## config.mk

```make
export PLATFORM = sky130hd
export DESIGN_NAME = clock_source_select_mux
export DESIGN_NICKNAME = d
export VERILOG_FILES = /design/src/core/clock_source_select_pkg.sv /design/src/core/clock_source_select_mux.sv
export SDC_FILE = /design/constraint.sdc
export NUM_CORES = 1
export LEC_CHECK = 0
export BUFFER_PORTS_ARGS = -buffer_cell sky130_fd_sc_hd__buf_2
export CORE_ASPECT_RATIO = 0.5
export CORE_MARGIN = 3
export CORE_UTILIZATION = 35
export DETAILED_ROUTE_END_ITERATION = 7
export GPL_ROUTABILITY_DRIVEN = 1
export GPL_TIMING_DRIVEN = 0
export MAX_ROUTING_LAYER = met4
export SLEW_MARGIN = 40
export SYNTH_ARGS = -nofsm -noshare
export SYNTH_HDL_FRONTEND = slang
export SYNTH_SLANG_ARGS = --single-unit
```

## constraint.sdc

```tcl
create_clock -name clk -period 4.3 [get_ports clk]
set_input_delay 0.645 -clock clk [delete_from_list [all_inputs] [get_ports clk]]
set_output_delay 0.645 -clock clk [all_outputs]
set_load 0.02 [all_outputs]
```

## src/core/clock_source_select_pkg.sv

```systemverilog
// Constants and types shared by the clock source selection block
package clock_source_select_pkg;

	// Register indices; byte address is four times the index
	localparam logic [7:0] IDX_PROCESSOR_AND_REFERENCE = 8'h0D; // Processor source and PLL reference
	localparam logic [7:0] IDX_DAC_AND_OVERSAMPLE = 8'h0E; // Converter and oversampling sources
	localparam logic [7:0] IDX_CHARGE_PUMP = 8'h0F; // Charge-pump source
	localparam logic [7:0] IDX_ROUTE_DSP_DAC = 8'h10; // Pin route, processor and converter
	localparam logic [7:0] IDX_ROUTE_PUMP_OVERSAMPLE = 8'h11; // Pin route, pump and oversampling
	localparam logic [7:0] IDX_ROUTE_PLL_REFERENCE = 8'h12; // Pin route, PLL reference
	localparam logic [7:0] IDX_MUTE_STATUS = 8'h13; // Read-only mute status

	// Field positions inside an 8-bit register
	localparam int FIELD_HI_LSB = 4; // Upper field, bits 6-4
	localparam int FIELD_LO_LSB = 0; // Lower field, bits 2-0
	localparam int FIELD_W = 3; // Every selection field is three bits

	// Reset value of every selection field
	localparam logic [2:0] SEL_RESET = 3'h0;

	// Converter and processor divider source codes
	localparam logic [2:0] DAC_MASTER = 3'h0;
	localparam logic [2:0] DAC_PLL = 3'h1;
	localparam logic [2:0] DAC_OSC = 3'h2;
	localparam logic [2:0] DAC_MCLK = 3'h3;
	localparam logic [2:0] DAC_BCLK = 3'h4;
	localparam logic [2:0] DAC_GPIO = 3'h5;

	// Oversampling and charge-pump divider source codes
	localparam logic [2:0] OSR_DAC = 3'h0;
	localparam logic [2:0] OSR_MASTER = 3'h1;
	localparam logic [2:0] OSR_PLL = 3'h2;
	localparam logic [2:0] OSR_OSC = 3'h3;
	localparam logic [2:0] OSR_MCLK = 3'h4;
	localparam logic [2:0] OSR_BCLK = 3'h5;
	localparam logic [2:0] OSR_GPIO = 3'h6;

	// PLL reference source codes
	localparam logic [2:0] REF_MCLK = 3'h0;
	localparam logic [2:0] REF_BCLK = 3'h1;
	localparam logic [2:0] REF_OSC = 3'h2;
	localparam logic [2:0] REF_GPIO = 3'h3;

	// Pin route code that takes the serial data output pin
	localparam logic [2:0] ROUTE_SERIAL_DATA_OUT_PIN = 3'h5;

	// Constant level of a muted clock
	localparam logic MUTE_LEVEL = 1'b0;

	// AXI responses
	localparam logic [1:0] RESP_OKAY = 2'h0;
	localparam logic [1:0] RESP_SLVERR = 2'h2;

	// Register decode result
	typedef enum logic [2:0] {
		SEL_NONE,
		SEL_PROC_REF,
		SEL_DAC_OSR,
		SEL_PUMP,
		SEL_ROUTE_DD,
		SEL_ROUTE_PO,
		SEL_ROUTE_REF,
		SEL_STATUS
	} reg_sel_e;

endpackage : clock_source_select_pkg

```

## src/core/clock_source_select_mux.sv

```systemverilog
// Register-controlled clock source selection for the internal divider chains
`timescale 1ns/10ps
module clock_source_select_mux (
	input wire logic clk, // System clock, 100 MHz
	input wire logic rst, // Asynchronous reset, active high
	input wire logic [7:0] s_axi_awaddr, // Write address
	input wire logic s_axi_awvalid, // Write address valid
	output logic s_axi_awready, // Write address ready
	input wire logic [31:0] s_axi_wdata, // Write data
	input wire logic [3:0] s_axi_wstrb, // Write byte strobes
	input wire logic s_axi_wvalid, // Write data valid
	output logic s_axi_wready, // Write data ready
	output logic [1:0] s_axi_bresp, // Write response
	output logic s_axi_bvalid, // Write response valid
	input wire logic s_axi_bready, // Write response ready
	input wire logic [7:0] s_axi_araddr, // Read address
	input wire logic s_axi_arvalid, // Read address valid
	output logic s_axi_arready, // Read address ready
	output logic [31:0] s_axi_rdata, // Read data
	output logic [1:0] s_axi_rresp, // Read response
	output logic s_axi_rvalid, // Read data valid
	input wire logic s_axi_rready, // Read data ready
	input wire logic clock_auto_set_mode, // Auto-set mode active
	input wire logic master_auto_clk, // Master clock after auto-select
	input wire logic pll_clk, // PLL output clock
	input wire logic internal_oscillator, // Internal oscillator clock
	input wire logic master_in_clk, // Master clock input pin
	input wire logic bit_clk, // Serial bit clock pin
	input wire logic serial_data_out_pin, // Serial data output pin as input
	output logic dac_divider_clk, // Converter divider input
	output logic oversample_divider_clk, // Oversampling divider input
	output logic pump_divider_clk, // Charge-pump divider input
	output logic processor_divider_clk, // Processor divider input
	output logic pll_reference_clk // PLL reference input
);
	import clock_source_select_pkg::*;

	////////////////////////////////////////////////////////////////////////////////
	// State

	// Whole block state
	typedef struct packed {
		logic [2:0] dac_divider_source_select; // Converter source
		logic [2:0] oversample_divider_source_select; // Oversampling source
		logic [2:0] charge_pump_divider_source_select; // Pump source
		logic [2:0] processor_divider_source_select; // Processor source
		logic [2:0] pll_reference_source_select; // Reference source
		logic [2:0] pin_route_for_processor_clock; // Processor pin route
		logic [2:0] pin_route_for_converter_clock; // Converter pin route
		logic [2:0] pin_route_for_pump_clock; // Pump pin route
		logic [2:0] pin_route_for_oversample_clock; // Oversampling pin route
		logic [2:0] pin_route_for_pll_reference; // Reference pin route
		logic aw_got; // Write address held
		logic w_got; // Write data held
		logic [7:0] awaddr; // Held write address
		logic [7:0] wdata; // Held low data byte
		logic wstrb0; // Held low byte strobe
		logic bvalid; // Write response pending
		logic [1:0] bresp; // Write response code
		logic rvalid; // Read data pending
		logic [31:0] rdata; // Read data
		logic [1:0] rresp; // Read response code
	} state_s;

	state_s state_reg; // Registered state
	state_s state_next; // Next state

	////////////////////////////////////////////////////////////////////////////////
	// Functions

	// Map a byte address to a register
	function automatic reg_sel_e decode(input logic [7:0] addr);
		reg_sel_e sel;
		sel = SEL_NONE;
		if (addr[1:0] == 2'h0) begin
			case (addr[7:2])
				IDX_PROCESSOR_AND_REFERENCE[5:0]: sel = SEL_PROC_REF;
				IDX_DAC_AND_OVERSAMPLE[5:0]: sel = SEL_DAC_OSR;
				IDX_CHARGE_PUMP[5:0]: sel = SEL_PUMP;
				IDX_ROUTE_DSP_DAC[5:0]: sel = SEL_ROUTE_DD;
				IDX_ROUTE_PUMP_OVERSAMPLE[5:0]: sel = SEL_ROUTE_PO;
				IDX_ROUTE_PLL_REFERENCE[5:0]: sel = SEL_ROUTE_REF;
				IDX_MUTE_STATUS[5:0]: sel = SEL_STATUS;
				default: sel = SEL_NONE;
			endcase
		end
		return sel;
	endfunction : decode

	// Pin route: only the serial-out code passes a clock
	function automatic logic pin_route(input logic [2:0] route, input logic pin);
		return (route == ROUTE_SERIAL_DATA_OUT_PIN) ? pin : MUTE_LEVEL;
	endfunction : pin_route

	// Converter and processor style selection
	function automatic logic dac_style(input logic [2:0] sel, input logic gpio);
		logic c;
		case (sel)
			DAC_MASTER: c = master_auto_clk;
			DAC_PLL: c = pll_clk;
			DAC_OSC: c = internal_oscillator;
			DAC_MCLK: c = master_in_clk;
			DAC_BCLK: c = bit_clk;
			DAC_GPIO: c = gpio;
			default: c = MUTE_LEVEL;
		endcase
		return c;
	endfunction : dac_style

	// Oversampling and pump style selection
	function automatic logic osr_style(input logic [2:0] sel, input logic dac, input logic gpio);
		logic c;
		case (sel)
			OSR_DAC: c = dac;
			OSR_MASTER: c = master_auto_clk;
			OSR_PLL: c = pll_clk;
			OSR_OSC: c = internal_oscillator;
			OSR_MCLK: c = master_in_clk;
			OSR_BCLK: c = bit_clk;
			OSR_GPIO: c = gpio;
			default: c = MUTE_LEVEL;
		endcase
		return c;
	endfunction : osr_style

	// Place two fields in a register image
	function automatic logic [31:0] pack2(input logic [2:0] hi, input logic [2:0] lo);
		logic [31:0] v;
		v = 32'h0000_0000;
		v[FIELD_HI_LSB +: FIELD_W] = hi;
		v[FIELD_LO_LSB +: FIELD_W] = lo;
		return v;
	endfunction : pack2

	////////////////////////////////////////////////////////////////////////////////
	// Clock selection

	logic ref_gpio; // Reference pin route result
	logic [2:0] ref_effective; // Reference code after auto-set override
	logic [4:0] mute_flags; // One bit per output, high when its own code and route mute it

	// Divider input muxes
	always_comb begin
		dac_divider_clk = dac_style(state_reg.dac_divider_source_select,
			pin_route(state_reg.pin_route_for_converter_clock, serial_data_out_pin));
		processor_divider_clk = dac_style(state_reg.processor_divider_source_select,
			pin_route(state_reg.pin_route_for_processor_clock, serial_data_out_pin));
		oversample_divider_clk = osr_style(state_reg.oversample_divider_source_select, dac_divider_clk,
			pin_route(state_reg.pin_route_for_oversample_clock, serial_data_out_pin));
		pump_divider_clk = osr_style(state_reg.charge_pump_divider_source_select, dac_divider_clk,
			pin_route(state_reg.pin_route_for_pump_clock, serial_data_out_pin));
	end

	// PLL reference mux, auto-set forces the master input
	always_comb begin
		ref_gpio = pin_route(state_reg.pin_route_for_pll_reference, serial_data_out_pin);
		ref_effective = clock_auto_set_mode ? REF_MCLK : state_reg.pll_reference_source_select;
		case (ref_effective)
			REF_MCLK: pll_reference_clk = master_in_clk;
			REF_BCLK: pll_reference_clk = bit_clk;
			REF_OSC: pll_reference_clk = internal_oscillator;
			REF_GPIO: pll_reference_clk = ref_gpio;
			default: pll_reference_clk = MUTE_LEVEL;
		endcase
	end

	// Mute status seen by software
	always_comb begin
		mute_flags[0] = (state_reg.dac_divider_source_select > DAC_GPIO) ||
			(state_reg.dac_divider_source_select == DAC_GPIO && state_reg.pin_route_for_converter_clock != ROUTE_SERIAL_DATA_OUT_PIN);
		mute_flags[1] = (state_reg.oversample_divider_source_select > OSR_GPIO) ||
			(state_reg.oversample_divider_source_select == OSR_GPIO &&
			state_reg.pin_route_for_oversample_clock != ROUTE_SERIAL_DATA_OUT_PIN);
		mute_flags[2] = (state_reg.charge_pump_divider_source_select > OSR_GPIO) ||
			(state_reg.charge_pump_divider_source_select == OSR_GPIO &&
			state_reg.pin_route_for_pump_clock != ROUTE_SERIAL_DATA_OUT_PIN);
		mute_flags[3] = (state_reg.processor_divider_source_select > DAC_GPIO) ||
			(state_reg.processor_divider_source_select == DAC_GPIO &&
			state_reg.pin_route_for_processor_clock != ROUTE_SERIAL_DATA_OUT_PIN);
		mute_flags[4] = (ref_effective > REF_GPIO) ||
			(ref_effective == REF_GPIO && state_reg.pin_route_for_pll_reference != ROUTE_SERIAL_DATA_OUT_PIN);
	end

	////////////////////////////////////////////////////////////////////////////////
	// Bus handshakes

	// Ready terms from held state
	always_comb begin
		s_axi_awready = !state_reg.aw_got && !state_reg.bvalid; // Address slot free
		s_axi_wready = !state_reg.w_got && !state_reg.bvalid; // Data slot free
		s_axi_arready = !state_reg.rvalid; // One read at a time
		s_axi_bvalid = state_reg.bvalid;
		s_axi_bresp = state_reg.bresp;
		s_axi_rvalid = state_reg.rvalid;
		s_axi_rdata = state_reg.rdata;
		s_axi_rresp = state_reg.rresp;
	end

	////////////////////////////////////////////////////////////////////////////////
	// Next state

	// Register writes, reads and responses
	always_comb begin
		reg_sel_e wsel;
		reg_sel_e rsel;
		logic [2:0] hi;
		logic [2:0] lo;
		wsel = SEL_NONE;
		rsel = SEL_NONE;
		state_next = state_reg;
		hi = state_reg.wdata[FIELD_HI_LSB +: FIELD_W];
		lo = state_reg.wdata[FIELD_LO_LSB +: FIELD_W];
		// Capture write address
		if (s_axi_awvalid && s_axi_awready) begin
			state_next.aw_got = 1'b1;
			state_next.awaddr = s_axi_awaddr;
		end
		// Capture write data
		if (s_axi_wvalid && s_axi_wready) begin
			state_next.w_got = 1'b1;
			state_next.wdata = s_axi_wdata[7:0];
			state_next.wstrb0 = s_axi_wstrb[0];
		end
		// Commit once both halves are held
		if (state_reg.aw_got && state_reg.w_got) begin
			wsel = decode(state_reg.awaddr);
			state_next.aw_got = 1'b0;
			state_next.w_got = 1'b0;
			state_next.bvalid = 1'b1;
			state_next.bresp = RESP_OKAY;
			if (state_reg.wstrb0) begin
				case (wsel)
					SEL_PROC_REF: begin
						state_next.pll_reference_source_select = hi;
						state_next.processor_divider_source_select = lo;
					end
					SEL_DAC_OSR: begin
						state_next.dac_divider_source_select = hi;
						state_next.oversample_divider_source_select = lo;
					end
					SEL_PUMP: state_next.charge_pump_divider_source_select = lo;
					SEL_ROUTE_DD: begin
						state_next.pin_route_for_processor_clock = hi;
						state_next.pin_route_for_converter_clock = lo;
					end
					SEL_ROUTE_PO: begin
						state_next.pin_route_for_pump_clock = hi;
						state_next.pin_route_for_oversample_clock = lo;
					end
					SEL_ROUTE_REF: state_next.pin_route_for_pll_reference = lo;
					default: begin
					end
				endcase
			end
			// Status is read-only; unmapped gets an error
			if (wsel == SEL_NONE || wsel == SEL_STATUS) begin
				state_next.bresp = RESP_SLVERR;
			end
		end
		// Write response taken
		if (state_reg.bvalid && s_axi_bready) begin
			state_next.bvalid = 1'b0;
		end
		// Read response taken
		if (state_reg.rvalid && s_axi_rready) begin
			state_next.rvalid = 1'b0;
		end
		// Read address taken, data ready next cycle
		if (s_axi_arvalid && s_axi_arready) begin
			rsel = decode(s_axi_araddr);
			state_next.rvalid = 1'b1;
			state_next.rresp = RESP_OKAY;
			case (rsel)
				SEL_PROC_REF: state_next.rdata = pack2(state_reg.pll_reference_source_select,
					state_reg.processor_divider_source_select);
				SEL_DAC_OSR: state_next.rdata = pack2(state_reg.dac_divider_source_select,
					state_reg.oversample_divider_source_select);
				SEL_PUMP: state_next.rdata = pack2(3'h0, state_reg.charge_pump_divider_source_select);
				SEL_ROUTE_DD: state_next.rdata = pack2(state_reg.pin_route_for_processor_clock,
					state_reg.pin_route_for_converter_clock);
				SEL_ROUTE_PO: state_next.rdata = pack2(state_reg.pin_route_for_pump_clock,
					state_reg.pin_route_for_oversample_clock);
				SEL_ROUTE_REF: state_next.rdata = pack2(3'h0, state_reg.pin_route_for_pll_reference);
				SEL_STATUS: state_next.rdata = {27'h0, mute_flags};
				default: begin
					state_next.rdata = 32'h0000_0000;
					state_next.rresp = RESP_SLVERR;
				end
			endcase
		end
	end

	////////////////////////////////////////////////////////////////////////////////
	// State register

	// Clear everything on reset
	always_ff @(posedge clk or posedge rst) begin
		if (rst) begin
			state_reg <= '0;
			state_reg.dac_divider_source_select <= SEL_RESET;
			state_reg.oversample_divider_source_select <= SEL_RESET;
			state_reg.charge_pump_divider_source_select <= SEL_RESET;
		end else begin
			state_reg <= state_next;
		end
	end

endmodule : clock_source_select_mux

```

==> results.cfg <==
[run_status]
outcome = finished clean

[final_layout]
postLayoutCellArea_um2 = 4210
largest_reg_flops = 47
fin_cells = 533
finish.utilization_pct = 46.9
finalNetCount = 478
areaGrowthSynthToFinish_pct = 26.5
drive_gt1_share_pct = 36.8
diodes = 0
n_fill_cell = 838

[timing]
tightest_slew_ps = 562
setup_viol = 0
slew_violations = 0
worst_slack_ps = 1500
maxSlewHeadroom_pct = 62.0
clock_skew_ps = 2.33
timing.hold.ws_ps = 269
fmax_ghz = 0.357
post-route-period-util_pct = 65.2
period_needed_ps = 2800
tns_ps = 0
hold_viol_final = 0
rsz0062_at_grt = no

[synthesis]
netlist_area_um2 = 3330
synth-seq-cells = 58
synthCells = 320
synth_edf_count = 0
avgSynthCellArea_um2 = 10.4
synth_warnings = 0
synth_flop_cell = dfrtp_1
ys_types = 52
seq_area_frac_synth_pct = 43.6
async_flop_share_pct = 100

[critical_path]
end_kind = primary output
cp.required_ps = 3650
cp_data_arrival_time_ps = 2160
cp-start-kind = register
crit_type = register to primary output
worstPathMaxFanout = 8

[pwr]
p_leak_nw = 1.99
p_per_area_nw_per_um2 = 493
finalPower_mw = 2.08
peakVddDrop_mv = 0.243

[placement]
post-place-ws_ps = 1810
routabilityCongestion = 0.872
io_buffers = 54
dp.cells = 518
hpwl_um = 6240
placed_area_um2 = 3870

[floorplanning]
ios = 112
core_area_um2 = 8980
die_area_um2 = 10800
die_h_um = 75.0
rows = 24
die_width_um = 144
start_util_pct = 37.1

[clocking]
cts_tree = done
cts_hold_buffers = 0
cts_buffers = 9
h-tree-depth = 3
ctsLongestPathBuffers = 2
clock_latency_ps = 330
cts_resized = 0
root_buffer = clkbuf_16
clk_pin_slew_ps = 50
postCtsSetupBuffers = 0
clock-sinks = 58

[detailed_routing]
vias = 2659
antenna_left = 0
wire_per_inst_um = 15.5
drc_errors = 0
firstDrtPassIters = 4
wirelength_um = 8240
viasPerCell = 4.99
drtIter0Drc = 226

[global_routing]
grt_overflow_total = 0
antenna_found_initial = 0
grt_pass1_vias = 2483
grt_first_pass_wirelength_um = 13200
grt_start_max_net_pins = 38
track_usage_pct = 16.6

[run]
drv_cap = 0

[hold_path]
hold_path.class = primary input to async pin
-- layout make-up --
| type | instances | area [µm²] | share of cell area (%) |
|---|---|---|---|
| sequential | 58 | 1450 | 34.4 |
| inverter | 11 | 43.8 | 1.04 |
| clock inverter | 4 | 75.1 | 1.78 |
| multi-input combinational | 228 | 1620 | 38.4 |
| tap | 117 | 146 | 3.47 |
| clock buffer | 11 | 253 | 6.00 |
| timing repair buffer | 55 | 290 | 6.89 |
| buffer | 49 | 335 | 7.96 |
-- cells in the mapped netlist (4+ instances only) --
cell / count / share of area [%]
nand2_1: 22 / 2.5
a31oi_1: 9 / 1.7
mux2_2: 38 / 13
clkbuf_1: 10 / 1.1
mux2_1: 6 / 2.0
nand3_1: 7 / 1.1
inv_1: 11 / 1.2
a21oi_1: 14 / 2.1
nor3_1: 7 / 1.1
nand3b_1: 4 / 0.90
a22o_1: 4 / 1.1
mux2i_1: 11 / 3.3
o22ai_1: 5 / 0.94
dfrtp_1: 58 / 44
buf_4: 36 / 8.1
nor2_1: 16 / 1.8
o21ai_0: 6 / 0.90
-- logic make-up (layout without fill, tap and decap cells) --
group	count (synthesis)	after routing	share of synthesized area, %
AND/OR/NAND/NOR	86	86	14.7
AO/OA/AOI/OAI	60	60	12.2
buffers and inverters	60	130	11.3
flip-flops	58	58	43.6
multiplexers	55	55	18.2
other	1	27	0.113
-- per-layer routing --
layer | vias to the layer above | GRT usage, % | wire (µm)
li1 | 1283 | - | -
met1 | 1256 | 23.1 | 4130
met3 | 7 | 5.77 | 691
met5 | - | - | 0
met2 | 113 | 22.9 | 3350
met4 | 0 | 4.70 | 64
-- worst max-delay path: stages, from the launching register on --
cell and delay [ps]:
dfrtp_1 310, clkbuf_1 340, mux2i_1 280, a21oi_1 100
a32oi_1 300, nor3_1 80, o31a_1 240, buf_2 160
-- cells in the final DEF (no fill, tap or decap), drive strengths merged, types with 4 or more instances in the layout --
master,Yosys,layout
nor2,16,16
a22o,4,4
clkbuf,10,21
buf,39,94
nor3,7,7
nand2b,4,4
nor4,4,4
inv,11,11
nand3b,4,4
o22ai,5,5
nand2,22,22
nand3,7,7
o21ai,6,6
dfrtp,58,58
mux2i,11,11
conb,1,27
a21oi,14,14
a31oi,9,9
mux2,44,44
-- final timing paths --
path | start | endpoint | slack (ps) | cells after the start
hold / removal | rst | s_axi_bvalid | 270 | 2
setup / recovery | state_reg[84] | pump_divider_clk | 1500 | 7
min in group clk | s_axi_rdata[3] | s_axi_rdata[3] | 490 | 1
hold reg to reg | s_axi_rdata[3] | s_axi_rdata[3] | 490 | 1
setup reg to reg | state_reg[54] | state_reg[65] | 2260 | 5
max in group asynchronous | rst | s_axi_rresp[1] | 3540 | 3
-- report_power, final --
| group | total [mW] | leakage (nW) | switching [mW] | internal [mW] |
|---|---|---|---|---|
| Combinational | 0.462 | 1.08 | 0.237 | 0.225 |
| Clock | 0.782 | 0.154 | 0.248 | 0.535 |
| Sequential | 0.832 | 0.759 | 0.155 | 0.677 |
| Total | 2.08 | 1.99 | 0.639 | 1.44 |
No activity file was read; power rests on OpenSTA's default activity.
